--- src/pkg/actuator_pkg.sv ---
// constants and types for the actuator binary command and block retry logic
// assumes a single 50 MHz clock with synchronous active-high reset
`default_nettype none

package actuator_pkg;

  // ==========================================================================
  // clock and timing
  localparam int unsigned CLK_HZ          = 50_000_000;
  localparam int unsigned BACKOFF_MAX_MS  = 2000;
  localparam int unsigned BACKOFF_MAX_CYC = (CLK_HZ / 1000) * BACKOFF_MAX_MS;
  localparam int unsigned TICK_US         = 1000;
  localparam int unsigned TICK_CYC        = (CLK_HZ / 1_000_000) * TICK_US;

  // ==========================================================================
  // settings
  localparam logic [2:0]  RETRY_MAX       = 3'h5;
  localparam logic [2:0]  RETRY_RESET     = 3'h0;
  localparam int unsigned TIME_W          = 20;

  // ==========================================================================
  // control modes and motion state
  typedef enum logic [1:0] {
    MODE_PERMANENT    = 2'h0,
    MODE_PULSE        = 2'h1,
    MODE_PROPORTIONAL = 2'h3
  } mode_t;

  typedef enum logic [2:0] {
    ST_IDLE    = 3'h0,
    ST_RUN     = 3'h1,
    ST_BACKOFF = 3'h3,
    ST_RETRY   = 3'h2,
    ST_TRIPPED = 3'h6
  } state_t;

endpackage

`default_nettype wire

--- src/input_sync.sv ---
// three-flop synchroniser with agreement filter for asynchronous pins
// assumes pins are slow levels compared with clk
`timescale 1ns/1ns
`default_nettype none

module input_sync (
  input  wire logic clk,
  input  wire logic rst,
  input  wire logic pin,
  output logic      level
);

  logic s1_q;
  logic s2_q;
  logic s3_q;

  // ==========================================================================
  // sync chain; first flop feeds only the second
  always_ff @(posedge clk)
  begin
    if (rst)
    begin
      s1_q <= 1'b0;
      s2_q <= 1'b0;
      s3_q <= 1'b0;
    end
    else
    begin
      s1_q <= pin;
      s2_q <= s1_q;
      s3_q <= s2_q;
    end
  end

  // ==========================================================================
  // a change counts once the last two stages agree
  always_ff @(posedge clk)
  begin
    if (rst)
      level <= 1'b0;
    else if (s2_q == s3_q)
      level <= s3_q;
  end

endmodule

`default_nettype wire

--- src/actuator_motion.sv ---
// binary command interpretation and torque block retry sequence
// assumes end position, range and torque flags are pins from the drive; settings static
`timescale 1ns/1ns
`default_nettype none

// Operation
// - blocking outside end range retries the approach 1 to 5 times
// - retry count zero means no retry after a block
// - each retry backs off for range travel, at most 2 s, then re-approaches
// - retries continue until block passed or tries equal the setting
// - after the last failed retry stop motor and flag blocked fault
// - ready stays asserted after a blocked trip
// - retry count setting resets to zero
// - permanent contact moves only while open or close is held
// - permanent contact stops on release, end position, or both inputs
// - permanent contact is default unless positioner option fitted
// - pulse contact latches direction until stop or end position
// - opposite pulse reverses direction at once
// - pulse contact only allowed while alternative mode inactive
// - proportional move travel fraction equals command time over total time
// - total positioning time measured automatically after end setup
// - proportional move only allowed with positioner enabled
// - torque trip outside end range counts as blocked fault
module actuator_motion
  import actuator_pkg::*;
(
  input  wire logic       clk,
  input  wire logic       rst,
  input  wire logic       cmd_open_pin,
  input  wire logic       cmd_close_pin,
  input  wire logic       cmd_stop_pin,
  input  wire logic       torque_trip,
  input  wire logic       at_open_end,
  input  wire logic       at_close_end,
  input  wire logic       in_end_range,
  input  wire logic       positioner_en,
  input  wire logic       alt_mode_active,
  input  wire logic [1:0] mode_sel,
  input  wire logic       mode_write,
  input  wire logic [2:0] retry_set,
  input  wire logic       retry_write,
  input  wire logic       setup_done,
  input  wire logic       fault_clear,
  output logic            motor_open,
  output logic            motor_close,
  output logic            blocked_fault,
  output logic            ready,
  output logic [1:0]      mode,
  output logic [2:0]      retry_count,
  output logic [TIME_W-1:0] total_time
);

  // ==========================================================================
  // synchronised command pins
  logic open_lv;
  logic close_lv;
  logic stop_lv;
  logic open_d1_q;
  logic close_d1_q;
  logic open_edge;
  logic close_edge;

  input_sync u_open  (.clk(clk), .rst(rst), .pin(cmd_open_pin),  .level(open_lv));
  input_sync u_close (.clk(clk), .rst(rst), .pin(cmd_close_pin), .level(close_lv));
  input_sync u_stop  (.clk(clk), .rst(rst), .pin(cmd_stop_pin),  .level(stop_lv));

  always_ff @(posedge clk)
  begin
    if (rst)
    begin
      open_d1_q  <= 1'b0;
      close_d1_q <= 1'b0;
    end
    else
    begin
      open_d1_q  <= open_lv;
      close_d1_q <= close_lv;
    end
  end

  assign open_edge  = open_lv & ~open_d1_q;
  assign close_edge = close_lv & ~close_d1_q;

  // ==========================================================================
  // millisecond tick for time measurement
  logic [15:0] tick_cnt_q;
  logic        tick;

  assign tick = (tick_cnt_q == 16'(TICK_CYC - 1));

  always_ff @(posedge clk)
  begin
    if (rst || tick)
      tick_cnt_q <= 16'h0000;
    else
      tick_cnt_q <= tick_cnt_q + 16'h0001;
  end

  // ==========================================================================
  // settings: mode and retry count
  always_ff @(posedge clk)
  begin
    if (rst)
      mode <= positioner_en ? 2'(MODE_PROPORTIONAL) : 2'(MODE_PERMANENT);
    else if (mode_write)
    begin
      if (mode_sel == 2'(MODE_PULSE) && !alt_mode_active)
        mode <= mode_sel;
      else if (mode_sel == 2'(MODE_PROPORTIONAL) && positioner_en)
        mode <= mode_sel;
      else if (mode_sel == 2'(MODE_PERMANENT))
        mode <= mode_sel;
    end
  end

  always_ff @(posedge clk)
  begin
    if (rst)
      retry_count <= RETRY_RESET;
    else if (retry_write && retry_set <= RETRY_MAX)
      retry_count <= retry_set;
  end

  // ==========================================================================
  // total positioning time measurement
  logic             meas_q;
  logic             meas_done_q;
  logic [TIME_W-1:0] meas_cnt_q;

  always_ff @(posedge clk)
  begin
    if (rst)
    begin
      meas_q      <= 1'b0;
      meas_done_q <= 1'b0;
      meas_cnt_q  <= '0;
      total_time  <= '0;
    end
    else if (setup_done && !meas_q)
    begin
      meas_q      <= 1'b1;
      meas_done_q <= 1'b0;
      meas_cnt_q  <= '0;
    end
    else if (meas_q)
    begin
      if ((motor_open && at_open_end) || (motor_close && at_close_end))
      begin
        meas_q      <= 1'b0;
        meas_done_q <= 1'b1;
        total_time  <= meas_cnt_q;
      end
      else if (tick && (motor_open || motor_close))
        meas_cnt_q <= meas_cnt_q + TIME_W'(1);
    end
  end

  // ==========================================================================
  // command interpretation per mode
  logic want_open;
  logic want_close;
  logic pulse_open_q;
  logic pulse_close_q;

  always_ff @(posedge clk)
  begin
    if (rst || mode != 2'(MODE_PULSE) || stop_lv)
    begin
      pulse_open_q  <= 1'b0;
      pulse_close_q <= 1'b0;
    end
    else if (open_edge && !close_edge)
    begin
      pulse_open_q  <= 1'b1;
      pulse_close_q <= 1'b0;
    end
    else if (close_edge && !open_edge)
    begin
      pulse_open_q  <= 1'b0;
      pulse_close_q <= 1'b1;
    end
    else if ((pulse_open_q && at_open_end) || (pulse_close_q && at_close_end))
    begin
      pulse_open_q  <= 1'b0;
      pulse_close_q <= 1'b0;
    end
  end

  always_comb
  begin
    want_open  = 1'b0;
    want_close = 1'b0;
    unique case (mode)
      2'(MODE_PULSE):
      begin
        want_open  = pulse_open_q;
        want_close = pulse_close_q;
      end
      // hold time maps to travel; start is immediate so short commands count
      2'(MODE_PROPORTIONAL):
      begin
        want_open  = open_lv & ~close_lv & meas_done_q;
        want_close = close_lv & ~open_lv & meas_done_q;
      end
      default:
      begin
        want_open  = open_lv & ~close_lv;
        want_close = close_lv & ~open_lv;
      end
    endcase
    if (meas_q)
    begin
      want_open  = open_lv & ~close_lv;
      want_close = close_lv & ~open_lv;
    end
  end

  // ==========================================================================
  // motion and block retry sequence
  state_t      state_q;
  logic        dir_open_q;
  logic [2:0]  tries_q;
  logic [26:0] back_cnt_q;
  logic        block_hit;
  logic        end_hit;

  assign block_hit = torque_trip & ~in_end_range;
  assign end_hit   = dir_open_q ? at_open_end : at_close_end;

  always_ff @(posedge clk)
  begin
    if (rst)
    begin
      state_q       <= ST_IDLE;
      dir_open_q    <= 1'b0;
      tries_q       <= 3'h0;
      back_cnt_q    <= '0;
      blocked_fault <= 1'b0;
    end
    else
    begin
      unique case (state_q)
        ST_IDLE:
        begin
          tries_q <= 3'h0;
          if (want_open && !at_open_end)
          begin
            dir_open_q <= 1'b1;
            state_q    <= ST_RUN;
          end
          else if (want_close && !at_close_end)
          begin
            dir_open_q <= 1'b0;
            state_q    <= ST_RUN;
          end
        end
        ST_RUN, ST_RETRY:
        begin
          if (block_hit)
          begin
            if (tries_q >= retry_count)
            begin
              state_q       <= ST_TRIPPED;
              blocked_fault <= 1'b1;
            end
            else
            begin
              tries_q    <= tries_q + 3'h1;
              back_cnt_q <= '0;
              state_q    <= ST_BACKOFF;
            end
          end
          else if (end_hit)
            state_q <= ST_IDLE;
          else if (state_q == ST_RUN)
          begin
            // reversal or release ends this run
            if (dir_open_q ? !want_open : !want_close)
              state_q <= ST_IDLE;
          end
          else if (!in_end_range && !(dir_open_q ? want_open : want_close))
            state_q <= ST_IDLE;
        end
        ST_BACKOFF:
        begin
          // back off range travel capped at 2 s
          back_cnt_q <= back_cnt_q + 27'h1;
          if (in_end_range || back_cnt_q == 27'(BACKOFF_MAX_CYC - 1))
            state_q <= ST_RETRY;
        end
        default:
        begin
          // tripped: only the opposite direction may move again
          if (fault_clear)
            blocked_fault <= 1'b0;
          if (dir_open_q ? (want_close && !at_close_end) : (want_open && !at_open_end))
          begin
            dir_open_q    <= ~dir_open_q;
            tries_q       <= 3'h0;
            blocked_fault <= 1'b0;
            state_q       <= ST_RUN;
          end
        end
      endcase
    end
  end

  // ==========================================================================
  // motor drive outputs from flops
  logic run_on;

  // drive off at trip; the fault flag and the stop land on one edge
  assign run_on = (state_q == ST_RUN || state_q == ST_RETRY) && !block_hit;

  always_ff @(posedge clk)
  begin
    if (rst)
    begin
      motor_open  <= 1'b0;
      motor_close <= 1'b0;
    end
    else
    begin
      motor_open  <= run_on ? dir_open_q
                   : (state_q == ST_BACKOFF) ? ~dir_open_q : 1'b0;
      motor_close <= run_on ? ~dir_open_q
                   : (state_q == ST_BACKOFF) ? dir_open_q : 1'b0;
    end
  end

  always_ff @(posedge clk)
  begin
    if (rst)
      ready <= 1'b0;
    else
      ready <= 1'b1;
  end

endmodule

`default_nettype wire

--- config.mk ---
export PLATFORM = sky130hd
export DESIGN_NAME = actuator_motion
export DESIGN_NICKNAME = d
export VERILOG_FILES = /design/src/pkg/actuator_pkg.sv /design/src/input_sync.sv /design/src/actuator_motion.sv
export SDC_FILE = /design/constraint.sdc
export NUM_CORES = 1
export LEC_CHECK = 0
export BUFFER_PORTS_ARGS = -buffer_cell sky130_fd_sc_hd__clkbuf_2
export CORE_AREA = 2 2 78 136
export DETAILED_ROUTE_END_ITERATION = 10
export DIE_AREA = 0 0 80 138
export PLACE_DENSITY = 0.71
export SYNTH_ARGS = -nofsm -noshare
export SYNTH_HDL_FRONTEND = slang
export SYNTH_SLANG_ARGS = --single-unit
--- constraint.sdc ---
create_clock -name clk -period 3.44 [get_ports clk]
set_input_delay 0.344 -clock clk [delete_from_list [all_inputs] [get_ports clk]]
set_output_delay 0.344 -clock clk [all_outputs]
set_load 0.005 [all_outputs]
Word-level counts from Yosys, hierarchy flattened
Cells that the tools add are included.
- add/sub/neg operators: 4
- $lt $le $gt $ge: 2
- equality and inequality tests: 20
- muxes and demuxes: 53
- bitwise operators: 18
- reductions and logical operators: 59
- operator list (kind ; count):
    two-way mux 27 bit ; 2
    case mux 27 bit (2 select lines) ; 1
    two-way mux 3 bit ; 13
    adder 27 x 1 -> 27 bit, second input constant ; 1
    == test 27 bit, second input constant ; 1
    two-way mux 1 bit ; 25
    adder 20 x 1 -> 20 bit, second input constant ; 1
    case mux 3 bit (3 select lines) ; 2
    adder 16 x 1 -> 16 bit, second input constant ; 1
    == test 16 bit, second input constant ; 1
    logical AND 1 bit ; 15
    two-way mux 2 bit ; 6
    AND reduction 3 bit ; 4
    zero test 1 bit ; 11
    NOT 1 bit ; 11
    inequality test 5 bit, second input constant ; 2
    nonzero test 3 bit ; 3
    logical OR 1 bit ; 8
    inequality test 2 bit, second input constant ; 4
    case mux 1 bit (2 select lines) ; 4
    AND reduction 4 bit ; 2
    nonzero test 2 bit ; 4
    nonzero test 4 bit ; 2
    OR reduction 2 bit ; 4
    other kinds (16) ; 28
- register bits after elaboration: 117
- input port bits: 20
- output and inout bits: 29
- word-level logic and storage cells: 187

Logic depth before layout (Yosys ltp)
- depth in word-level cells: 13
- gate-level depth with buffers: 9
- depth with buffers taken out: 8

Modules after synthesis
Synthesis repeated with hierarchy kept, for this count alone.
- cells, all modules: 626
- area, all modules: 5233.8 um^2
- by module, submodules not included (module ; times used ; cells each ; area each (um^2) ; seq. area each (um^2)):
    actuator_motion ; 1 ; 596 ; 4895.9 ; 2122.0
    input_sync ; 3 ; 10 ; 112.6 ; 80.1

Worst setup path before layout
Ideal clock, no wire load.
- kind: reg2reg
- start: register retry_count[2]
- end: register back_cnt_q[24]
- setup time: 0.070 ns
- arrival time: 2.558 ns
- data required time: 3.370 ns
- slack: 0.812 ns
- cell stages (with the launch flop): 9
- cell sequence: dfxtp_1 inv_1 ha_1 a21o_1 a311o_1 maj3_2 or4_4 or3_1 a21oi_1
- word-level cells in the longest chain between the ends: 3
- ends and longest elaborated chain (what ; line ; text):
    start, declared ; actuator_motion.sv:49 ; output logic [2:0] retry_count,
    start signal, assigned ; actuator_motion.sv:121 ; retry_count <= retry_set;
    >= comparator 3 bit ; actuator_motion.sv:261 ; if (tries_q >= retry_count)
    inequality test 2 bit (no line) ; -- ;
    AND reduction 3 bit (no line) ; -- ;
    end signal, assigned ; actuator_motion.sv:287 ; back_cnt_q <= back_cnt_q + 27'h1;
    end, declared ; actuator_motion.sv:223 ; logic [26:0] back_cnt_q;
No other way between the ends.
A chain may end at the register's enable or synchronous reset.

Final worst setup path
- start: register retry_count[2]
- end: register back_cnt_q[26]
The elaborated chain is that of the path after synthesis.

==> load_flow_metrics.sql <==
INSERT INTO impl_metrics (metric_group, metric, value, unit) VALUES
('global_route', 'grt_pass1_wl', '19750', 'um'),
('clock_network', 'cts.sink_count', '117', ''),
('pwr', 'leakagePower', '2.285', 'nW'),
('sta', 'fin_hold_ws', '0.1358', 'ns'),
('routing', 'drc', '0', ''),
('logic_synthesis', 'netlist_instances', '619', ''),
('outcome', 'outcome', 'completed', ''),
('global_route', 'grt_pass1_vias', '4448', ''),
('layout', 'antenna_cells_inserted', '0', ''),
('global_route', 'grt_start_max_net_pins', '31', ''),
('logic_synthesis', 'ys_warn_count', '0', ''),
('logic_synthesis', 'synthesis.nets', '648', ''),
('run', 'cap_violations', '0', ''),
('placement', 'portBuffers', '48', ''),
('global_route', 'number_of_antenna_violations_at_the_first_check_in_global_routing', '0', ''),
('logic_synthesis', 'register_area_share_after_synthesis', '0.4556', ''),
('sta', 'grt_setup_unrepaired', 'false', ''),
('clock_network', 'cts_setup_buffers', '0', ''),
('sta', 'worst-slew-pin-transition', '0.8183', 'ns'),
('global_route', 'grtUsageMet1', '0.2214', ''),
('layout', 'share_of_post_route_cells_with_drive_strength_above_1', '0.1320', ''),
('logic_synthesis', 'post_synth_edffs', '2', ''),
('global_route', 'gr-total-overflow', '0', ''),
('clock_network', 'cts_inserted_buffers', '17', ''),
('logic_synthesis', 'count_of_distinct_cell_types_in_the_synthesized_netlist', '54', ''),
('global_route', 'gr-usage-met2', '0.4070', ''),
('routing', 'post_drt_antenna_nets', '0', ''),
('logic_synthesis', 'synth_top_flop_cell', 'sky130_fd_sc_hd__dfxtp_1', ''),
('sta', 'timing.final.crit_share', '0.8386', ''),
('sta', 'clock_skew', '0.009930', 'ns'),
('sta', 'setup-tns-final', '0', 'ns'),
('die', 'core_area', '10050', 'um^2'),
('logic_synthesis', 'avgSynthCellArea', '8.376', 'um^2'),
('pwr', 'power.density_cell_area', '565.4', 'nW/um^2'),
('die', 'fp.dieW', '80', 'um'),
('worst_setup_path', 'critical_path_required', '3.79', 'ns'),
('sta', 'timing.slew.headroom', '0.4537', ''),
('placement', 'gpl.final_weighted_congestion', '0.8383', ''),
('routing', 'num_vias', '4389', ''),
('global_route', 'grt.total_usage', '0.2240', ''),
('global_route', 'globalRoute.busiestLayer', 'met2', ''),
('clock_network', 'max-clock-path-buffers', '2', ''),
('die', 'initial_core_util', '0.5157', ''),
('sta', 'period_minus_slack', '2.885', 'ns'),
('sta', 'max_clock_freq', '346.7', 'MHz'),
('clock_network', 'cts.htree.levels', '4', ''),
('clock_network', 'cts_tree', 'built', ''),
('clock_network', 'clock_insertion_delay_worst_skew', '0.42', 'ns'),
('worst_setup_path', 'timing.critical_path.arrival', '3.23', 'ns'),
('clock_network', 'postCtsResizedCells', '0', ''),
('routing', 'post_drt_wl_per_cell', '14.71', 'um'),
('routing', 'route.detailed.vias_per_inst', '5.479', ''),
('sta', 'number_of_hold_violations_in_the_final_report', '0', ''),
('clock_network', 'worst_setup_hold_path_clk_slew', '0.05', 'ns'),
('clock_network', 'cts_root_buf', 'sky130_fd_sc_hd__clkbuf_16', ''),
('worst_setup_path', 'critical_path.endpoint_type', 'flop', ''),
('logic_synthesis', 'async_flop_share', '0', ''),
('routing', 'drt_first_pass_iters', '5', ''),
('die', 'chipHeight', '138', 'um'),
('layout', 'area_delta_synth_final', '18.15', '%'),
('sta', 'timing.final.setup_violations', '0', ''),
('routing', 'initialDrtViolationCount', '245', ''),
('layout', 'final_nets', '691', ''),
('die', 'num_rows', '49', ''),
('placement', 'dpl.hpwl', '8268', 'um'),
('die', 'i_o_pins', '49', ''),
('worst_setup_path', 'timing.critical_path.fanout_max', '17', ''),
('worst_setup_path', 'timing.setup.critical_path_class', 'reg -> reg', ''),
('global_route', 'global_route_met3_utilization', '0.07507', ''),
('routing', 'routed_wirelength', '11780', 'um'),
('worst_hold_path', 'timing.hold.worst.class', 'in -> reg', ''),
('logic_synthesis', 'synth.cell_area', '5185', 'um^2'),
('sta', 'report.final.slew_viol_count', '0', ''),
('worst_setup_path', 'startpoint_type', 'flop', ''),
('logic_synthesis', 'postSynthRegisterBits', '117', ''),
('pwr', 'power.ir.vdd_worst', '487.9', 'uV'),
('die', 'die-area', '11040', 'um^2'),
('clock_network', 'cts-hold-fix-buffers', '0', '');
[routing by layer]
metal / share of wire / vias up
li1: - / 2220
met1: 0.39 / 2073
met2: 0.55 / 72
met3: 0.037 / 24
met4: 0.026 / 0
met5: 0 / -
[cell families after synthesis]
group,count (synthesis),synth area share
simple gates,309,0.2937
xor+xnor,57,0.09628
compound gates,81,0.09315
fa+ha+maj,12,0.02775
mux,2,0.003861
buf+inv,41,0.02968
flops,117,0.4556
[state kept, by name (all words and copies together) (netlist names), 2 cells and up]
| signal | count |
|---|---|
| mode | 2 |
| meas_cnt_q | 20 |
| total_time | 20 |
| state_q | 3 |
| retry_count | 3 |
| tries_q | 3 |
| back_cnt_q | 27 |
| tick_cnt_q | 16 |
[Yosys cell counts (all sizes together) (3+ instances only)]
master	instances	area [um^2]
nor4	9	56.30
xor2	36	315.3
nor2b	18	112.6
inv	14	52.55
o21ai	14	70.07
nand3	24	120.1
or2	4	25.02
and4	3	26.28
dfxtp	115	2302
nand2	84	315.3
xnor2	21	183.9
maj3	3	31.28
or3	3	18.77
nand4	24	150.1
a31oi	4	25.02
buf	3	11.26
nor3	14	70.07
and3	10	62.56
nand2b	7	51.30
nor4b	4	35.03
clkbuf	24	90.09
nand4b	3	26.28
ha	9	112.6
and2	5	31.28
a21oi	42	210.2
nor2	86	322.8
[cell type report]
class | count | area (um^2)
tap | 127 | 158.9
inverter | 14 | 52.55
clock inverter | 7 | 118.9
timing repair buffer | 51 | 262.8
sequential | 117 | 2362
multi-input combinational | 461 | 2669
fill | 892 | 3929
clock buffer | 24 | 501.7
[worst paths after layout]
| check | start | endpoint | slack [ns] | cells after the start |
|---|---|---|---|---|
| worst max register to register | retry_count[2] | back_cnt_q[26] | 0.56 | 8 |
| worst min register to register | u_close.s1_q | u_close.s2_q | 0.43 | 1 |
| worst min-delay path | cmd_close_pin | u_close.s1_q | 0.14 | 2 |
| worst max-delay path | retry_count[2] | back_cnt_q[26] | 0.56 | 8 |
[worst max-delay path, stage by stage (launching register included)]
cell                      delay [ns]
sky130_fd_sc_hd__dfxtp_1        0.35
sky130_fd_sc_hd__inv_1          0.05
sky130_fd_sc_hd__ha_1           0.34
sky130_fd_sc_hd__a21o_1         0.20
sky130_fd_sc_hd__a311o_1        0.34
sky130_fd_sc_hd__maj3_2         0.45
sky130_fd_sc_hd__or4_4          0.60
sky130_fd_sc_hd__or3_1          0.34
sky130_fd_sc_hd__a21oi_1        0.14
[cell usage in the layout, fill, tap and decap left out, drive strengths merged, types with 2 or more instances in the layout]
cell type | synthesis | layout
nor4 | 9 | 9
a31oi | 4 | 4
inv | 14 | 14
nor3b | 2 | 2
and3 | 10 | 10
or4 | 2 | 2
ha | 9 | 9
a21o | 2 | 2
nor2b | 18 | 18
nand4 | 24 | 24
nor3 | 14 | 14
xor2 | 36 | 36
xnor2 | 21 | 21
nand4b | 3 | 3
nand2b | 7 | 7
a211oi | 2 | 2
or3 | 3 | 3
or2 | 4 | 4
and4 | 3 | 3
mux2i | 2 | 2
nand2 | 84 | 84
clkinv | 0 | 2
maj3 | 3 | 3
o211ai | 2 | 2
o21ai | 14 | 14
clkbuf | 24 | 72
and2 | 5 | 5
bufinv | 0 | 3
nor4b | 4 | 4
a21oi | 42 | 42
o311ai | 2 | 2
edfxtp | 2 | 2
a22oi | 2 | 2
nand3 | 24 | 24
dfxtp | 115 | 115
o311a | 2 | 2
clkinvlp | 0 | 2
nor2 | 86 | 86
and4b | 2 | 2
buf | 3 | 3
[stage by stage]
step / setup slack [ns] / power (mW) / std cells / util / area, um^2
5_1_grt: 0.4394 / 3.581 / 801 / 0.6093 / 6126
4_1_cts: 0.5502 / 3.490 / 801 / 0.6093 / 6126
3_3_place_gp: 0.6564 / 1.650 / 770 / 0.5475 / 5505
2_1_floorplan: 0.8116 / 1.592 / 619 / - / 5185
3_5_place_dp: 0.5467 / 1.657 / 770 / 0.5475 / 5505
6_report: 0.5553 / 3.464 / 801 / 0.6093 / 6126
[report_power, final]
group          switching (mW)  internal (mW)  leakage [nW]
registers              0.0342           1.38         0.949
clock network           0.606           1.23         0.299
logic                   0.123         0.0862          1.04
total                   0.763           2.70          2.28
(Power assumes the default switching activity.)
